**config.mk**
```make
export PLATFORM = sky130hd
export DESIGN_NAME = ip_binding_filter_control
export DESIGN_NICKNAME = d
export VERILOG_FILES = /design/src/rtl/ip_bind_pkg.sv /design/src/rtl/v6_low24_address_filter.sv /design/src/rtl/ip_binding_filter_control.sv
export VERILOG_INCLUDE_DIRS = /design/src /design/src/rtl
export SDC_FILE = /design/constraint.sdc
export NUM_CORES = 1
export LEC_CHECK = 0
export BUFFER_PORTS_ARGS = -buffer_cell sky130_fd_sc_hd__buf_2
export CAP_MARGIN = 20
export CORE_MARGIN = 2
export CORE_UTILIZATION = 42
export CTS_CLUSTER_DIAMETER = 120
export DETAILED_ROUTE_END_ITERATION = 16
export PLACE_DENSITY_LB_ADDON = 0.12
export RECOVER_POWER = 100
export SETUP_SLACK_MARGIN = 0.02
export SYNTH_ARGS = -nofsm -noshare
export SYNTH_HDL_FRONTEND = slang
export SYNTH_SLANG_ARGS = --single-unit
export TNS_END_PERCENT = 20
```
**constraint.sdc**
```tcl
create_clock -name clk -period 4.05 [get_ports clk]
set_input_delay 0.405 -clock clk [delete_from_list [all_inputs] [get_ports clk]]
set_output_delay 0.405 -clock clk [all_outputs]
set_load 0.05 [all_outputs]
```
**src/rtl/ip_bind_defs.svh**
```systemverilog
// register offsets, field positions, masks and reset values of the binding controls
// assumes 16-bit paged management registers, page already selected outside
`ifndef IP_BIND_DEFS_SVH
`define IP_BIND_DEFS_SVH

// ==========================================================
// register numbers within the page
`define V4_HOST_BIND_LO_IDX 6'h2A
`define V4_HOST_BIND_HI_IDX 6'h2B
`define V6_BIND_LO_IDX 6'h32
`define V6_BIND_HI_IDX 6'h33

// ==========================================================
// reset values and writable bits
`define V4_HOST_BIND_RESET 32'h0000_0000
`define V6_BIND_RESET 32'h0000_0000
`define V4_HOST_BIND_WMASK 32'hFFFF_D7FF
`define V6_BIND_WMASK 32'hBFFF_D7FF

// ==========================================================
// field positions, common to both registers except ARP at bit 30, which is reserved in the IPv6 register
`define BIND_TCP_LSB 0
`define BIND_TCP_MSB 10
`define BIND_UDP0_BIT 12
`define BIND_DHCP6_BIT 13
`define BIND_EAP_BIT 14
`define BIND_DNS_BIT 15
`define BIND_FLEX_LSB 16
`define BIND_FLEX_MSB 27
`define BIND_RANGE_BIT 28
`define BIND_ICMP_BIT 29
`define BIND_ARP_BIT 30
`define BIND_RMCP_BIT 31

// ==========================================================
// address table
`define V6_LOW24_ENTRIES 4
`define V6_LOW24_WIDTH 24

`endif

```
**src/rtl/ip_bind_pkg.sv**
```systemverilog
// types shared by the binding control and its port checker
// assumes ip_bind_defs.svh is on the include path
`include "ip_bind_defs.svh"

package ip_bind_pkg;

    // one bit per port filter: a hit going in, a pass coming out
    typedef struct packed {
        logic [10:0] tcp;
        logic udp0;
        logic dhcp6;
        logic eap;
        logic dns;
        logic [11:0] flex;
        logic range;
        logic icmp4;
        logic icmp6;
        logic arp;
        logic rmcp;
    } filter_bits_type;

    typedef struct packed {
        logic valid;
        logic is_ipv6;
        logic v4_host_match;
        logic [`V6_LOW24_WIDTH-1:0] v6_dst_low24;
        filter_bits_type hits;
    } packet_info_type;

    typedef enum logic [1:0] {
        MGMT_IDLE = 2'b00,
        MGMT_READ = 2'b01,
        MGMT_WRITE = 2'b10
    } mgmt_op_type;

endpackage

```
**src/rtl/v6_low24_address_filter.sv**
```systemverilog
// compares the low 24 bits of a packet's IPv6 address to the stored table
// assumes table entries and the packet address come from logic on clk
`timescale 1ns/1ps
`include "ip_bind_defs.svh"

module v6_low24_address_filter (
    input wire logic [`V6_LOW24_ENTRIES-1:0][`V6_LOW24_WIDTH-1:0] table_addr,
    input wire logic [`V6_LOW24_ENTRIES-1:0] table_valid,
    input wire logic [`V6_LOW24_WIDTH-1:0] pkt_low24,
    output logic match
);

    // ==========================================================
    // any valid entry hit
    always_comb begin
        match = 1'b0;
        for (int i = 0; i < `V6_LOW24_ENTRIES; i++) begin
            if (table_valid[i] && (table_addr[i] == pkt_low24)) begin
                match = 1'b1;
            end
        end
    end

endmodule

```
**src/rtl/ip_binding_filter_control.sv**
```systemverilog
// binding control registers and the gate they place on each port filter except dhcp6, whose bit 13 both write masks clear
// assumes paged management access with the page already decoded to mgmt_sel;
// filter hits and address matches arrive from logic on clk
`timescale 1ns/1ps
`include "ip_bind_defs.svh"

module ip_binding_filter_control (
    input wire logic clk,
    input wire logic sys_rst,
    input wire logic clk_en,
    input wire logic mgmt_sel,
    input wire logic mgmt_wr,
    input wire logic mgmt_rd,
    input wire logic [5:0] mgmt_addr,
    input wire logic [15:0] mgmt_wdata,
    output logic [15:0] mgmt_rdata,
    output logic mgmt_ack,
    input wire ip_bind_pkg::packet_info_type pkt_in,
    input wire logic [`V6_LOW24_ENTRIES-1:0][`V6_LOW24_WIDTH-1:0] v6_table_addr,
    input wire logic [`V6_LOW24_ENTRIES-1:0] v6_table_valid,
    output ip_bind_pkg::filter_bits_type pass_out,
    output logic pass_valid
);

    // ==========================================================
    // helpers
    function automatic logic [31:0] merge_half(input logic [31:0] cur, input logic hi,
                                               input logic [15:0] wd, input logic [31:0] wmask);
        logic [31:0] upd;
        upd = hi ? {wd, cur[15:0]} : {cur[31:16], wd};
        merge_half = upd & wmask;
    endfunction

    // packet family selects which register applies; non-IPv6 (incl. ARP) uses IPv4
    function automatic logic gate(input logic hit, input logic b4, input logic b6,
                                  input logic is_v6, input logic m4, input logic m6);
        gate = hit & (is_v6 ? (~b6 | m6) : (~b4 | m4));
    endfunction

    // ==========================================================
    // registers and management access
    logic [31:0] v4_host_bind_reg, v4_host_bind_next;
    logic [31:0] v6_bind_reg, v6_bind_next;
    logic [15:0] rdata_reg, rdata_next;
    logic ack_reg, ack_next;
    ip_bind_pkg::mgmt_op_type op;

    always_comb begin
        op = ip_bind_pkg::MGMT_IDLE;
        if (mgmt_sel && mgmt_wr) begin
            op = ip_bind_pkg::MGMT_WRITE;
        end else if (mgmt_sel && mgmt_rd) begin
            op = ip_bind_pkg::MGMT_READ;
        end
    end

    always_comb begin
        v4_host_bind_next = v4_host_bind_reg;
        v6_bind_next = v6_bind_reg;
        rdata_next = rdata_reg;
        ack_next = 1'b0;
        case (op)
            ip_bind_pkg::MGMT_WRITE: begin
                ack_next = 1'b1;
                if (mgmt_addr == `V4_HOST_BIND_LO_IDX || mgmt_addr == `V4_HOST_BIND_HI_IDX) begin
                    v4_host_bind_next = merge_half(v4_host_bind_reg, mgmt_addr[0], mgmt_wdata,
                                                   `V4_HOST_BIND_WMASK);
                end
                // bit 13 held at zero by the mask
                if (mgmt_addr == `V6_BIND_LO_IDX || mgmt_addr == `V6_BIND_HI_IDX) begin
                    v6_bind_next = merge_half(v6_bind_reg, mgmt_addr[0], mgmt_wdata,
                                              `V6_BIND_WMASK);
                end
            end
            ip_bind_pkg::MGMT_READ: begin
                ack_next = 1'b1;
                case (mgmt_addr)
                    `V4_HOST_BIND_LO_IDX: rdata_next = v4_host_bind_reg[15:0];
                    `V4_HOST_BIND_HI_IDX: rdata_next = v4_host_bind_reg[31:16];
                    `V6_BIND_LO_IDX: rdata_next = v6_bind_reg[15:0];
                    `V6_BIND_HI_IDX: rdata_next = v6_bind_reg[31:16];
                    default: rdata_next = 16'h0000;
                endcase
            end
            default: begin
                ack_next = 1'b0;
            end
        endcase
    end

    always_ff @(posedge clk or posedge sys_rst) begin
        if (sys_rst) begin
            v4_host_bind_reg <= `V4_HOST_BIND_RESET;
            v6_bind_reg <= `V6_BIND_RESET;
            rdata_reg <= 16'h0000;
            ack_reg <= 1'b0;
        end else if (clk_en) begin
            v4_host_bind_reg <= v4_host_bind_next;
            v6_bind_reg <= v6_bind_next;
            rdata_reg <= rdata_next;
            ack_reg <= ack_next;
        end
    end

    assign mgmt_rdata = rdata_reg;
    assign mgmt_ack = ack_reg;

    // ==========================================================
    // address match and gating
    logic v6_match;

    v6_low24_address_filter u_v6_low24 (
        .table_addr(v6_table_addr),
        .table_valid(v6_table_valid),
        .pkt_low24(pkt_in.v6_dst_low24),
        .match(v6_match)
    );

    ip_bind_pkg::filter_bits_type pass_reg, pass_next;
    logic pass_valid_reg, pass_valid_next;
    logic is6, m4;
    logic [31:0] b4, b6;

    always_comb begin
        is6 = pkt_in.is_ipv6;
        m4 = pkt_in.v4_host_match;
        b4 = v4_host_bind_reg;
        b6 = v6_bind_reg;
        pass_next = '0;
        pass_valid_next = pkt_in.valid;
        for (int i = 0; i <= `BIND_TCP_MSB; i++) begin
            pass_next.tcp[i] = gate(pkt_in.hits.tcp[i], b4[`BIND_TCP_LSB + i],
                                    b6[`BIND_TCP_LSB + i], is6, m4, v6_match);
        end
        pass_next.udp0 = gate(pkt_in.hits.udp0, b4[`BIND_UDP0_BIT], b6[`BIND_UDP0_BIT],
                              is6, m4, v6_match);
        pass_next.dhcp6 = gate(pkt_in.hits.dhcp6, 1'b0, b6[`BIND_DHCP6_BIT], is6, m4, v6_match);
        // eap over udp and name service
        pass_next.eap = gate(pkt_in.hits.eap, b4[`BIND_EAP_BIT], b6[`BIND_EAP_BIT],
                             is6, m4, v6_match);
        pass_next.dns = gate(pkt_in.hits.dns, b4[`BIND_DNS_BIT], b6[`BIND_DNS_BIT],
                             is6, m4, v6_match);
        for (int i = 0; i <= `BIND_FLEX_MSB - `BIND_FLEX_LSB; i++) begin
            pass_next.flex[i] = gate(pkt_in.hits.flex[i], b4[`BIND_FLEX_LSB + i],
                                     b6[`BIND_FLEX_LSB + i], is6, m4, v6_match);
        end
        pass_next.range = gate(pkt_in.hits.range, b4[`BIND_RANGE_BIT], b6[`BIND_RANGE_BIT],
                               is6, m4, v6_match);
        pass_next.icmp4 = gate(pkt_in.hits.icmp4, b4[`BIND_ICMP_BIT], 1'b0, is6, m4, v6_match);
        pass_next.icmp6 = gate(pkt_in.hits.icmp6, 1'b0, b6[`BIND_ICMP_BIT], is6, m4, v6_match);
        pass_next.arp = gate(pkt_in.hits.arp, b4[`BIND_ARP_BIT], 1'b0, 1'b0, m4, v6_match);
        pass_next.rmcp = gate(pkt_in.hits.rmcp, b4[`BIND_RMCP_BIT], b6[`BIND_RMCP_BIT],
                              is6, m4, v6_match);
        if (!pkt_in.valid) begin
            pass_next = '0;
        end
    end

    always_ff @(posedge clk or posedge sys_rst) begin
        if (sys_rst) begin
            pass_reg <= '0;
            pass_valid_reg <= 1'b0;
        end else if (clk_en) begin
            pass_reg <= pass_next;
            pass_valid_reg <= pass_valid_next;
        end
    end

    assign pass_out = pass_reg;
    assign pass_valid = pass_valid_reg;

endmodule

```
==> impl_metrics.toml <==
[clock_tree]
clkTransAtPathRegs_ns = 0.07
cts_resized = 0
cts_buffer_depth = 2
hold_buffers = 0
postCtsSetupBuffers = 0
cts_tree = "yes"
cts_max_level = 3
cts_root_buf = "clkbuf_16"
cts_sinks = 109
numCtsBuffers = 9
clock_latency_ns = 0.34

[yosys]
synth_top_area_share_pct = 43.2
synthFlopType = "dfrtp_1"
netlist_area_um2 = 6310
yosys.area.top_type = "dfrtp_1"
synth_edf_count = 0
async_flop_share_pct = 100
synth.yosys.seq_area_share_pct = 43.2
netlist_top_cells_area = "dfrtp_1, xnor2_1, mux2_2, a31oi_1, nand2_1"
yosysWarnings = 0
ys_seq_elements = 109
syn_inst = 629
synth.avg_cell_area_um2 = 10.0
yosysUniqueCellTypes = 34
synth.net_count = 816

[worst_hold_path]
hold_path_class = "in -> reg"
holdPathEnd = "pass_out[19]"
hold_depth = 3
min-delay-start = "pkt_in[19]"

[cells_and_area]
area_growth_pct = 24.6
antennaDiodeCount = 0
regArea_um2 = 2730
final_core_utilization_pct = 53.9
multi_input_area_um2 = 3240
finalNetCount = 1034
largest_reg_flops = 32
drive_above_1_share_pct = 32.3
layoutNonFillerInstCount = 1033
fillerInstances = 1360

[routing]
drtIter0Drc = 411
first_pass_iters = 5
wire_per_inst_um = 19.7
drcViolationCount = 0
vias = 5733
wl_um = 20300
drtAntennaViolNets = 0
drt-vias-per-instance = 5.55

[critical_path]
start_kind = "primary input"
cp_max_fo = 41
r2r-end = "pass_out[25]"
end_kind = "flip-flop"
critical_path.cell_chain = "buf_2, nand4b_1, clkbuf_1, nor2_1, clkbuf_1, a22o_1"
crit_arrival_ns = 3.08
r2r-start = "pass_out[25]"
critPathKind = "in -> reg"
reg2reg_depth = 3
crit_required_ns = 4.34
cpPeakStageDelay_ns = 0.69
regToRegSetupSlack_ns = 2.92
cp_common_cell = "clkbuf_1"
worstSetupStartpoint = "clk_en"
cp_slowest_cell = "clkbuf_1"

[timing]
slew_viol_final = 33
finalSetupViolCount = 0
whs_ns = 0.257
tightest_slew_ns = 1.82
final_hold_viol_count = 0
max_clock_freq_mhz = 358
maxSlewHeadroom_pct = -21.3
grt_setup_unrepaired = "false"
min_period_over_period_pct = 68.9
final.min_clock_period_ns = 2.79
setup-tns-final_ns = 0
clock_skew_ns = 0.00761

[job]
cap_violations = 1

[place]
dp.cells = 1017
dpl.hpwl_um = 14900
gp_congestion = 0.945
io_buffers = 236

[global_route]
grt_pass1_wl_um = 32100
grt_max_degree = 80
grt_pass1_vias = 6047
grt_usage_pct = 25.4
grt_antenna_before_repair = 0
grt_overflow_total = 0

[pwr]
p_leak_nw = 3.52
total_power_w = 0.00254
powerDensity_nw_per_um2 = 322
peakVddDrop_mv = 0.220

[floorplanning]
die_x_um = 127
fp.dieArea_um2 = 16000
num_rows = 44
core_area_um2 = 14600
initial_utilization_pct = 43.3
die_height_um = 127
ioPinCount = 237

[outcome]
status = "finished with violations"
violations = "max-capacitance violations, max-slew violations"
[cell usage in the layout (no fill, tap or decap), drive strengths merged]
cell	instances
a211oi	29
a21oi	1
dfrtp	109
nor2b	29
bufinv	1
buf	198
mux2	46
clkinvlp	2
nor2	4
xnor2	81
nor4	8
and4	2
and2	1
inv	35
nand2b	2
dlygate4sd3	1
nand2	60
nand3	8
o211ai	1
clkbuf	65
a22oi	28
nand4	19
nor3	7
o21ai	19
nand3b	1
nand4b	1
xor2	15
a31oi	57
o41a	1
a22o	18
[how the worst max path moves through the flow]
stage,end
floorplan,b4[0]
global placement,b6[18]
detailed placement,b6[25]
CTS,b6[25]
global route,pass_out[15]
finish,mgmt_rdata[5]
[cell type report]
| class | count | area share [%] |
|---|---|---|
| inverter | 36 | 1.73 |
| clock inverter | 2 | 0.477 |
| timing repair buffer | 253 | 16.0 |
| tap | 184 | 2.93 |
| sequential | 109 | 34.7 |
| clock buffer | 11 | 2.96 |
| multi-input combinational | 438 | 41.2 |
[worst max-delay path: cells and delay by family]
family / cells / cell delay, ns
buffers and inverters: 3 / 1.79
AO/OA/AOI/OAI: 1 / 0.25
AND/OR/NAND/NOR: 2 / 0.62
[synthesized netlist by cell type (11+ instances only)]
library cell,instances
a31oi_1,47
buf_2,11
nor2b_1,29
mux2_2,46
o21ai_0,19
nand4_1,17
inv_1,35
xnor2_1,81
a22o_1,18
a22oi_1,28
dfrtp_1,109
clkbuf_1,32
a211oi_1,29
xor2_1,15
nand2_1,60
[routing by layer]
| metal | vias to the layer above | wire length, µm | GRT usage, % |
|---|---|---|---|
| li1 | 2682 | - | - |
| met5 | - | 0 | 0 |
| met3 | 34 | 1280 | 4.93 |
| met1 | 2778 | 8700 | 33.2 |
| met2 | 239 | 9840 | 42.7 |
| met4 | 0 | 481 | 8.27 |
[through the flow]
step | worst slack [ns] | area [µm²]
2_1_floorplan | 0.771 | 6310
3_3_place_gp | 1.67 | 7660
3_5_place_dp | 1.64 | 7660
4_1_cts | 1.99 | 7930
5_1_grt | 1.01 | 7870
6_report | 1.26 | 7870
[power breakdown]
group / switching, W / leakage (nW) / internal (W)
Clock: 0.000387 / 0.128 / 0.000471
Sequential: 0.0000359 / 1.42 / 0.00114
Combinational: 0.000299 / 1.97 / 0.000202
[logic make-up after synthesis]
group                  Yosys count  share of synthesized area [%]
AO/OA/AOI/OAI                  154                           17.8
AND/OR/NAND/NOR                142                           12.2
flip-flops                     109                           43.2
XOR/XNOR                        96                           13.3
buffers and inverters           82                           5.33
multiplexers                    46                           8.20
(Power assumes the default switching activity.)
